**config.mk**
```make
export PLATFORM = sky130hd
export DESIGN_NAME = dplb_top
export DESIGN_NICKNAME = d
export VERILOG_FILES = /design/src/pkg/dplb_pkg.sv /design/src/logic/dplb_top.sv
export SDC_FILE = /design/constraint.sdc
export NUM_CORES = 1
export LEC_CHECK = 0
export BUFFER_PORTS_ARGS = -buffer_cell sky130_fd_sc_hd__buf_4
export CAP_MARGIN = 10
export CORE_UTILIZATION = 45
export CTS_BUF_LIST = sky130_fd_sc_hd__clkbuf_2 sky130_fd_sc_hd__clkbuf_4 sky130_fd_sc_hd__clkbuf_8
export CTS_CLUSTER_DIAMETER = 150
export DETAILED_ROUTE_END_ITERATION = 10
export GPL_TIMING_DRIVEN = 0
export PLACE_DENSITY = 0.75
export SYNTH_ARGS = -nofsm -noshare
export SYNTH_HDL_FRONTEND = slang
export SYNTH_SLANG_ARGS = --single-unit
```
**constraint.sdc**
```tcl
create_clock -name aclk -period 3.4 [get_ports aclk]
set_input_delay 0.51 -clock aclk [delete_from_list [all_inputs] [get_ports aclk]]
set_output_delay 0.51 -clock aclk [all_outputs]
set_load 0.02 [all_outputs]
```
**src/pkg/dplb_pkg.sv**
```systemverilog
// Constants and types for the dual programmable logic cells.
// Assumes an AXI4-Lite master with 32-bit data and 12-bit byte addresses.
//
// Notes on behaviour
// (RL1) The first cell's selector picks off, AND, OR, XOR, latch, or passes A, B or C for codes 000 to 111.
// (RL2) The second cell's selector uses the same eight codes as the first cell.
// (RL3) Bits 3, 4 and 5 of the first configuration invert inputs A, B and C before the cell.
// (RL4) Bit 6 of the first configuration inverts the first cell's output.
// (RL5) Bits 3, 4 and 5 of the second configuration invert inputs A, B and C before the cell.
// (RL6) Bit 6 of the second configuration inverts the second cell's output.
// (RL7) Bit 7 of the second configuration feeds the first cell's output into the second cell's A input.
// (RL8) While chaining is on, the row-zero pin is released and no longer carries the first cell's output.
// (RL9) Writing 1 to force bit 1 sets the first latch, 1 to bit 0 clears it, and 0 leaves it alone.
// (RL10) Writing 1 to force bit 3 sets the second latch, 1 to bit 2 clears it, and 0 leaves it alone.
// (RL11) AND, OR and XOR combine the three inputs after input inversion and before output inversion.
// (RL12) In off mode the cell output is low before output inversion.
package dplb_pkg;

	// ----------------------------------------------------------------
	// Register map
	// ----------------------------------------------------------------
	localparam logic [7:0] IDX_CELL1_CFG = 8'h44;
	localparam logic [7:0] IDX_CELL2_CFG = 8'h45;
	localparam logic [7:0] IDX_FF_FORCE = 8'h46;
	localparam int ADDR_W = 12;
	localparam logic [7:0] RST_CELL1_CFG = 8'h00;
	localparam logic [7:0] RST_CELL2_CFG = 8'h00;
	localparam logic [7:0] RST_FF_FORCE = 8'h00;
	localparam logic [7:0] MASK_CELL1_CFG = 8'h7f;

	// ----------------------------------------------------------------
	// Field positions
	// ----------------------------------------------------------------
	localparam int POS_SEL = 0;
	localparam int POS_INV_A = 3;
	localparam int POS_INV_B = 4;
	localparam int POS_INV_C = 5;
	localparam int POS_OUT_INV = 6;
	localparam int POS_CHAIN = 7;
	localparam int POS_FIRST_CELL_LATCH_FORCE_CLEAR = 0;
	localparam int POS_FIRST_CELL_LATCH_FORCE_SET = 1;
	localparam int POS_SECOND_CELL_LATCH_FORCE_CLEAR = 2;
	localparam int POS_SECOND_CELL_LATCH_FORCE_SET = 3;

	localparam logic [1:0] RESP_OKAY = 2'h0;
	localparam logic [1:0] RESP_SLVERR = 2'h2;

	typedef enum logic [2:0] {
		FN_OFF = 3'h0,
		FN_AND = 3'h1,
		FN_OR = 3'h2,
		FN_XOR = 3'h3,
		FN_LATCH = 3'h4,
		FN_PASS_A = 3'h5,
		FN_PASS_B = 3'h6,
		FN_PASS_C = 3'h7
	} dplb_func_t;

	typedef enum logic [1:0] {REG_C1, REG_C2, REG_FF, REG_NONE} dplb_reg_t;

	typedef struct packed {
		logic [7:0] cfg1;
		logic [7:0] cfg2;
		logic [7:0] force_bits;
		logic latch1;
		logic latch2;
		logic clk1_prev;
		logic clk2_prev;
		logic out1;
		logic out2;
		logic rz_oe;
		logic aw_held;
		logic w_held;
		logic [11:0] awaddr;
		logic [7:0] wdata;
		logic wstrb0;
		logic awready;
		logic wready;
		logic bvalid;
		logic [1:0] bresp;
		logic arready;
		logic rvalid;
		logic [1:0] rresp;
		logic [7:0] rdata;
	} dplb_state_t;

endpackage : dplb_pkg

```
**src/logic/dplb_top.sv**
```systemverilog
// Two configurable logic cells with an AXI4-Lite register slave.
// Assumes cell inputs are synchronous to aclk and one outstanding access per channel.
`timescale 1ns/1ps
module dplb_top import dplb_pkg::*; (
	input wire logic aclk,
	input wire logic aresetn,
	input wire logic awvalid,
	output logic awready,
	input wire logic [11:0] awaddr,
	input wire logic [2:0] awprot,
	input wire logic wvalid,
	output logic wready,
	input wire logic [31:0] wdata,
	input wire logic [3:0] wstrb,
	output logic bvalid,
	input wire logic bready,
	output logic [1:0] bresp,
	input wire logic arvalid,
	output logic arready,
	input wire logic [11:0] araddr,
	input wire logic [2:0] arprot,
	output logic rvalid,
	input wire logic rready,
	output logic [31:0] rdata,
	output logic [1:0] rresp,
	input wire logic first_cell_input_a,
	input wire logic first_cell_input_b,
	input wire logic first_cell_input_c,
	input wire logic second_cell_input_a,
	input wire logic second_cell_input_b,
	input wire logic second_cell_input_c,
	output logic first_cell_output,
	output logic second_cell_output,
	output logic row_zero_pin_out,
	output logic row_zero_pin_oe
);

	// ----------------------------------------------------------------
	// Helpers
	// ----------------------------------------------------------------
	function automatic dplb_reg_t reg_decode(input logic [11:0] addr);
		dplb_reg_t r;
		r = REG_NONE;
		if (addr[11:2] == {2'h0, IDX_CELL1_CFG}) begin
			r = REG_C1;
		end else if (addr[11:2] == {2'h0, IDX_CELL2_CFG}) begin
			r = REG_C2;
		end else if (addr[11:2] == {2'h0, IDX_FF_FORCE}) begin
			r = REG_FF;
		end
		return r;
	endfunction : reg_decode

	// Output of one cell: inputs already inverted, latch as held before this cycle's update
	function automatic logic cell_eval(input logic [7:0] cfg, input logic a, input logic b,
		input logic c, input logic latch);
		logic y;
		y = 1'b0;
		case (dplb_func_t'(cfg[POS_SEL +: 3]))  // RL1 RL2
			FN_OFF: y = 1'b0;  // RL12
			FN_AND: y = a & b & c;  // RL11
			FN_OR: y = a | b | c;  // RL11
			FN_XOR: y = a ^ b ^ c;  // RL11
			FN_LATCH: y = latch;
			FN_PASS_A: y = a;
			FN_PASS_B: y = b;
			FN_PASS_C: y = c;
			default: y = 1'b0;
		endcase
		return y ^ cfg[POS_OUT_INV];  // RL4 RL6
	endfunction : cell_eval

	dplb_state_t state_reg;
	dplb_state_t state_next;
	logic wr_fire;
	logic ff_wr;
	logic a1, b1, c1, a2, b2, c2;

	assign wr_fire = state_reg.aw_held && state_reg.w_held && !state_reg.bvalid;
	assign ff_wr = wr_fire && state_reg.wstrb0 && reg_decode(state_reg.awaddr) == REG_FF;

	// ----------------------------------------------------------------
	// Input conditioning
	// ----------------------------------------------------------------
	assign a1 = first_cell_input_a ^ state_reg.cfg1[POS_INV_A];  // RL3
	assign b1 = first_cell_input_b ^ state_reg.cfg1[POS_INV_B];  // RL3
	assign c1 = first_cell_input_c ^ state_reg.cfg1[POS_INV_C];  // RL3
	assign a2 = (state_reg.cfg2[POS_CHAIN] ? state_reg.out1 : second_cell_input_a)
		^ state_reg.cfg2[POS_INV_A];  // RL7 RL5
	assign b2 = second_cell_input_b ^ state_reg.cfg2[POS_INV_B];  // RL5
	assign c2 = second_cell_input_c ^ state_reg.cfg2[POS_INV_C];  // RL5

	// ----------------------------------------------------------------
	// Next state
	// ----------------------------------------------------------------
	always_comb begin
		state_next = state_reg;
		// Write channel capture, either order
		if (awvalid && state_reg.awready) begin
			state_next.aw_held = 1'b1;
			state_next.awaddr = awaddr;
		end
		if (wvalid && state_reg.wready) begin
			state_next.w_held = 1'b1;
			state_next.wdata = wdata[7:0];
			state_next.wstrb0 = wstrb[0];
		end
		if (state_reg.bvalid && bready) begin
			state_next.bvalid = 1'b0;
		end
		if (wr_fire) begin
			state_next.aw_held = 1'b0;
			state_next.w_held = 1'b0;
			state_next.bvalid = 1'b1;
			state_next.bresp = RESP_OKAY;
			case (reg_decode(state_reg.awaddr))
				REG_C1: begin
					if (state_reg.wstrb0) begin
						state_next.cfg1 = state_reg.wdata & MASK_CELL1_CFG;
					end
				end
				REG_C2: begin
					if (state_reg.wstrb0) begin
						state_next.cfg2 = state_reg.wdata;
					end
				end
				REG_FF: begin
					if (state_reg.wstrb0) begin
						state_next.force_bits = state_reg.wdata;
					end
				end
				default: state_next.bresp = RESP_SLVERR;
			endcase
		end
		state_next.awready = !state_next.aw_held && !state_next.bvalid;
		state_next.wready = !state_next.w_held && !state_next.bvalid;

		// Read channel
		if (state_reg.rvalid && rready) begin
			state_next.rvalid = 1'b0;
		end
		if (arvalid && state_reg.arready) begin
			state_next.rvalid = 1'b1;
			state_next.rresp = RESP_OKAY;
			case (reg_decode(araddr))
				REG_C1: state_next.rdata = state_reg.cfg1;
				REG_C2: state_next.rdata = state_reg.cfg2;
				REG_FF: state_next.rdata = state_reg.force_bits;
				default: begin
					state_next.rdata = 8'h00;
					state_next.rresp = RESP_SLVERR;
				end
			endcase
		end
		state_next.arready = !state_next.rvalid;

		// Latches capture A on a rising edge of B
		state_next.clk1_prev = b1;
		state_next.clk2_prev = b2;
		if (b1 && !state_reg.clk1_prev) begin
			state_next.latch1 = a1;
		end
		if (b2 && !state_reg.clk2_prev) begin
			state_next.latch2 = a2;
		end
		// Software force overrides the edge; clear wins over set
		if (ff_wr && state_reg.wdata[POS_FIRST_CELL_LATCH_FORCE_SET]) begin
			state_next.latch1 = 1'b1;  // RL9
		end
		if (ff_wr && state_reg.wdata[POS_FIRST_CELL_LATCH_FORCE_CLEAR]) begin
			state_next.latch1 = 1'b0;  // RL9
		end
		if (ff_wr && state_reg.wdata[POS_SECOND_CELL_LATCH_FORCE_SET]) begin
			state_next.latch2 = 1'b1;  // RL10
		end
		if (ff_wr && state_reg.wdata[POS_SECOND_CELL_LATCH_FORCE_CLEAR]) begin
			state_next.latch2 = 1'b0;  // RL10
		end

		state_next.out1 = cell_eval(state_reg.cfg1, a1, b1, c1, state_reg.latch1);  // RL1 RL4
		state_next.out2 = cell_eval(state_reg.cfg2, a2, b2, c2, state_reg.latch2);  // RL2 RL6
		state_next.rz_oe = (state_reg.cfg1[POS_SEL +: 3] != FN_OFF) && !state_reg.cfg2[POS_CHAIN];  // RL8
	end

	always_ff @(posedge aclk) begin
		if (!aresetn) begin
			state_reg <= '0;
			state_reg.cfg1 <= RST_CELL1_CFG;
			state_reg.cfg2 <= RST_CELL2_CFG;
			state_reg.force_bits <= RST_FF_FORCE;
		end else begin
			state_reg <= state_next;
		end
	end

	// ----------------------------------------------------------------
	// Outputs
	// ----------------------------------------------------------------
	assign awready = state_reg.awready;
	assign wready = state_reg.wready;
	assign bvalid = state_reg.bvalid;
	assign bresp = state_reg.bresp;
	assign arready = state_reg.arready;
	assign rvalid = state_reg.rvalid;
	assign rresp = state_reg.rresp;
	assign rdata = {24'h000000, state_reg.rdata};
	assign first_cell_output = state_reg.out1;
	assign second_cell_output = state_reg.out2;
	assign row_zero_pin_out = state_reg.out1;
	assign row_zero_pin_oe = state_reg.rz_oe;
endmodule : dplb_top

```
## After elaboration in Yosys (flattened, before gate mapping)

Index checks and enable logic that the tools add are counted.

| operators by class | value |
|---|---|
| reductions and logical operators | 40 |
| multiplexer cells | 25 |
| equality and inequality tests | 25 |
| bitwise gates (word level) | 21 |

Operators with widths:

| cell | count |
|---|---|
| $eq A10 B7 Y1 const B | 6 |
| $eq A3 B3 Y1 const B | 8 |
| $pmux W8 S3 | 1 |
| $logic_and A1 B1 Y1 | 18 |
| $mux W2 | 9 |
| $pmux W1 S8 | 2 |
| $eq A3 B2 Y1 const B | 4 |
| $xor A1 B1 Y1 | 12 |
| $mux W1 | 11 |
| $mux W11 | 1 |
| $reduce_and A3 Y1 | 3 |
| $logic_not A1 Y1 | 8 |
| $eq A2 B2 Y1 const B | 3 |
| $eq A3 B1 Y1 const B | 2 |
| $logic_not A3 Y1 | 2 |
| $reduce_or A3 Y1 | 2 |
| $and A1 B1 Y1 | 4 |
| $eq A2 B1 Y1 const B | 2 |
| $logic_not A2 Y1 | 2 |
| $or A1 B1 Y1 | 4 |
| $reduce_bool A2 Y1 | 2 |
| $reduce_or A2 Y1 | 2 |
| $mux W3 | 1 |
| $reduce_bool A3 Y1 | 1 |
| $not A1 Y1 | 1 |

| storage, ports and cells | value |
|---|---|
| bits of input ports | 79 |
| logic and storage cells | 134 |
| flip-flop bits (word level) | 70 |

## Depth between registers and ports, before layout

| logic depth | value |
|---|---|
| depth in word-level cells | 11 |
| gate-level depth with buffers | 8 |
| mapped depth without buffers | 8 |

## Worst setup path after synthesis

No wires, ideal clock.

| timing | value |
|---|---|
| path type | input port to flip-flop |
| start point | input second_cell_input_a |
| end point | register state_reg, in the netlist second_cell_output |
| setup time | 0.134 ns |
| arrival time | 1.948 ns |
| setup slack | 1.318 ns |
| data required time | 3.266 ns |
| stages on the path | 8 |
| cells stage by stage | mux2i_1 > xnor2_1 > ha_1 > nand2_1 > nor2_1 > o21ai_0 > a2111oi_0 > or4b_1 |

| on the way | value |
|---|---|
| longest elaborated chain between the ends | 6 |

RTL lines:

| what | line | RTL |
|---|---|---|
| start, declared | dplb_top.sv:29 | `input wire logic second_cell_input_a,` |
| $mux W1 * | dplb_top.sv:88 | `assign a2 = (state_reg.cfg2[POS_CHAIN] ? state_reg.out1 : second_cell_input_a)` |
| $xor A1 B1 Y1 * | dplb_top.sv:89 | `^ state_reg.cfg2[POS_INV_A];` |
| $xor A1 B1 Y1, or another cell as far along (2 in series) | dplb_top.sv:63 | `FN_XOR: y = a ^ b ^ c;` |
| $pmux W1 S8 * | dplb_top.sv:59 | `case (dplb_func_t'(cfg[POS_SEL +: 3]))` |
| $xor A1 B1 Y1 * | dplb_top.sv:70 | `return y ^ cfg[POS_OUT_INV];` |
| end signal, assigned | dplb_top.sv:192 | `state_reg <= state_next;` |
| end, declared | dplb_top.sv:73 | `dplb_state_t state_reg;` |

Mark *: on every way between the ends. The rest lies on a longest branch, timed or not.
A chain may end at the register's enable or synchronous reset.

## Worst setup path after layout

| timing | value |
|---|---|
| start point | register state_reg[62] in the netlist's numbering |
| end point | register state_reg, in the netlist second_cell_output |

| on the way | value |
|---|---|
| longest elaborated chain between the ends | 6 |

RTL lines:

| what | line |
|---|---|
| $mux W1 * | dplb_top.sv:88 |
| $xor A1 B1 Y1 * | dplb_top.sv:89 |
| $xor A1 B1 Y1, or another cell as far along (2 in series) | dplb_top.sv:63 |
| $pmux W1 S8 * | dplb_top.sv:59 |
| $xor A1 B1 Y1 * | dplb_top.sv:70 |

Marks and branches as above.

==> summary.txt <==
Route
  – Drt pass-1 iters: 10
  – Vias per std cell: 4.90
  – Vias: 2623
  – DR WL/cell: 12.9 um
  – Total Routed Length: 6900 um
  – Routed Antenna Nets: 0
  – Iter 0 DRT Violations: 224
  – # DRC: 9

Clock tree
  – Root buf cell: clkbuf_8
  – Worst-case clock buffer depth: 2
  – Post-cts sizing count: 0
  – CTS Buf Count: 9
  – Clock Sinks: 66
  – CTS Hold Bufs: 0
  – Postcts setup bufs: 0
  – TritonCTS clock tree: yes
  – Clock H-tree levels: 3
  – Clk_lat worst skew: 340 ps
  – CTS clock-pin slew for the worst setup and hold paths: 60 ps

Final layout
  – Layout area overhead: 26.5%
  – FF/Latch Area: 0.00132 sq mm
  – Multi-input logic area: 0.00147 sq mm
  – Most frequent cells in the layout: buf_4 (94), nand2_1 (71), dfxtp_1 (66)
  – Commonest non-fill, non-tap cell in the layout: buf_4
  – Fraction of layout cells with a size suffix above 1: 25.3%
  – Max FFs per register: 48
  – Nets: 536
  – N_diodes: 0
  – Filler cells: 618

Global route
  – Vias in the first global route: 2325
  – Initial antenna violation count: 0
  – Largest net degree at the start of global routing: 11
  – Total Routing Usage GR: 20.4%
  – GR peak layer: met2
  – GR Overflow Total: 0
  – GR Util met2: 34.9%
  – Grt met1 use: 24.4%
  – First-pass GRT wire length: 11100 um
  – Met3 Usage GRT: 7.57%

Power and ir drop
  – Maximum vdd ir drop: 0.348 mV
  – Pwr/cell area: 423 mW/mm^2
  – Sequential fraction of design power: 49.6%
  – Comb power frac: 11.3%
  – Clk network pwr share: 39.2%
  – P_leak: 0.00165 uW
  – Internal power: 1250 uW
  – Sw power: 388 uW
  – Sw Ratio: 23.7%

Status
  – Failing checks: design-rule violations
  – Status: complete, but fails checks

STA
  – Crit path time final: 2340 ps
  – Clk_skew: 5.55 ps
  – Setup violations, final: 0
  – Worst slew margin: 39.3%
  – Final period utilization: 68.9%
  – Fmax: 0.427 GHz
  – Max-slew violations: 0
  – Setup WS post-layout: 1060 ps
  – Hold Vio Cnt, Final: 0
  – Unrepaired setup endpoints after global routing: no
  – Slew @ Worst Pin: 906 ps
  – Setup TNS Final: 0 ps

Logic synthesis
  – Synthesized cell area: 0.00306 sq mm
  – Synth Flop Type: dfxtp_1
  – Avg Inst Size Synth: 8.46 sq um
  – Post-synth ARST share: 0%
  – Flops & latches, synth: 66
  – Cells after Synth: 361
  – Distinct cell type count after synthesis: 44
  – Number of synthesized flops with an enable pin: 0
  – Register area share after synthesis: 43.2%
  – Yosys warning count: 0

Worst setup path
  – Crit path max fanout: 4
  – CP Class: flip-flop to flip-flop
  – CP Capture Type: flip-flop
  – Crit path DAT: 2550 ps
  – Critical path data required time: 3610 ps
  – Crit start category: flip-flop

Floorplan
  – Core Box Area: 0.00646 sq mm
  – Initial Util: 47.3%
  – DIE WIDTH: 84.4 um
  – Die Ht: 84.4 um
  – Io pins: 124
  – DIE AREA: 0.00712 sq mm
  – Core Rows: 29

Place
  – DP Worst Slack: 908 ps
  – Dpl hpwl: 5100 um
  – Routability congestion estimate from global placement: 0.818
  – I/O Buffers: 57

Min path
  – Worst hold path type: input pin to flip-flop

Flow run
  – Max-cap violations: 0
==> worst paths after layout <==
kind / startpoint / end / slack [ps] / depth (start not counted)
max reg2reg: state_reg[62] / second_cell_output / 1060 / 8
min: wstrb[0] / state_reg[17] / 410 / 3
min reg2reg: state_reg[38] / wready / 450 / 1
max: state_reg[62] / second_cell_output / 1060 / 8
==> critical path, stage by stage, from the launching register on <==
cell	delay, ps
dfxtp_1	410
mux2i_1	280
xnor2_1	220
ha_1	290
nand2_1	90
nor2_1	40
o21ai_0	240
a2111oi_0	140
or4b_1	500
==> metrics by stage <==
step	total power (uW)	cell area, sq um	hold WS, ps	utilization (%)	cells
after global routing	1710	3870	397	59.9	535
final	1630	3870	410	59.9	535
after CTS	1650	3870	399	59.9	535
after global placement	1010	3670	432	56.9	520
after detailed placement	1010	3670	442	56.9	520
after floorplan	943	3150	422	-	386
==> area by class of cell <==
class,count,share of cell area [%]
inverter,5,0.485
sequential,66,34.2
multi-input combinational,262,38.0
tap,77,2.49
clock inverter,3,1.04
buffer,53,8.80
timing repair buffer,57,11.1
clock buffer,12,3.95
==> layer usage <==
metal	up-vias	part of all wire (%)
met3	8	6.2
met2	82	49
met5	-	0
met1	1182	44
li1	1351	-
met4	0	0.97
==> synth_stat cells, drive strengths merged (2+ instances only) <==
cell    count  share of area [%]
o21ai       9                1.5
nand2      71                8.7
a21oi      36                5.9
a22oi       7                1.7
nor2b       3               0.61
a31oi       2               0.41
nor4b       2               0.57
ha          3                1.2
dfxtp      66                 43
xor2        3               0.86
nor4bb      2               0.66
a221oi      2               0.57
xnor2       3               0.86
buf        40                9.5
inv         5               0.61
clkbuf     13                1.6
mux2i      27                8.8
and2        3               0.61
nor3b       2               0.66
nand2b      3               0.61
nor3        8                1.5
nor2       33                4.1
==> power by group through the flow <==
stage / sequential [uW] / clock (uW) / combinational [uW]
final: 810 / 640 / 184
after CTS: 810 / 653 / 184
after global placement: 826 / 0 / 180
after global routing: 813 / 691 / 201
after detailed placement: 827 / 0 / 183
after floorplan: 828 / 0 / 116
==> cell families (layout without fill, tap and decap cells) <==
family	Yosys count	count (layout)	synth area share, %
AND/OR/NAND/NOR	138	138	20.9
flip-flops	66	66	43.2
AO/OA/AOI/OAI	61	61	11.4
buffers and inverters	58	130	11.8
multiplexers	28	28	9.58
XOR/XNOR	6	6	1.72
adder cells (fa/ha/maj)	3	3	1.23
other	1	26	0.123
(Power assumes the default switching activity.)
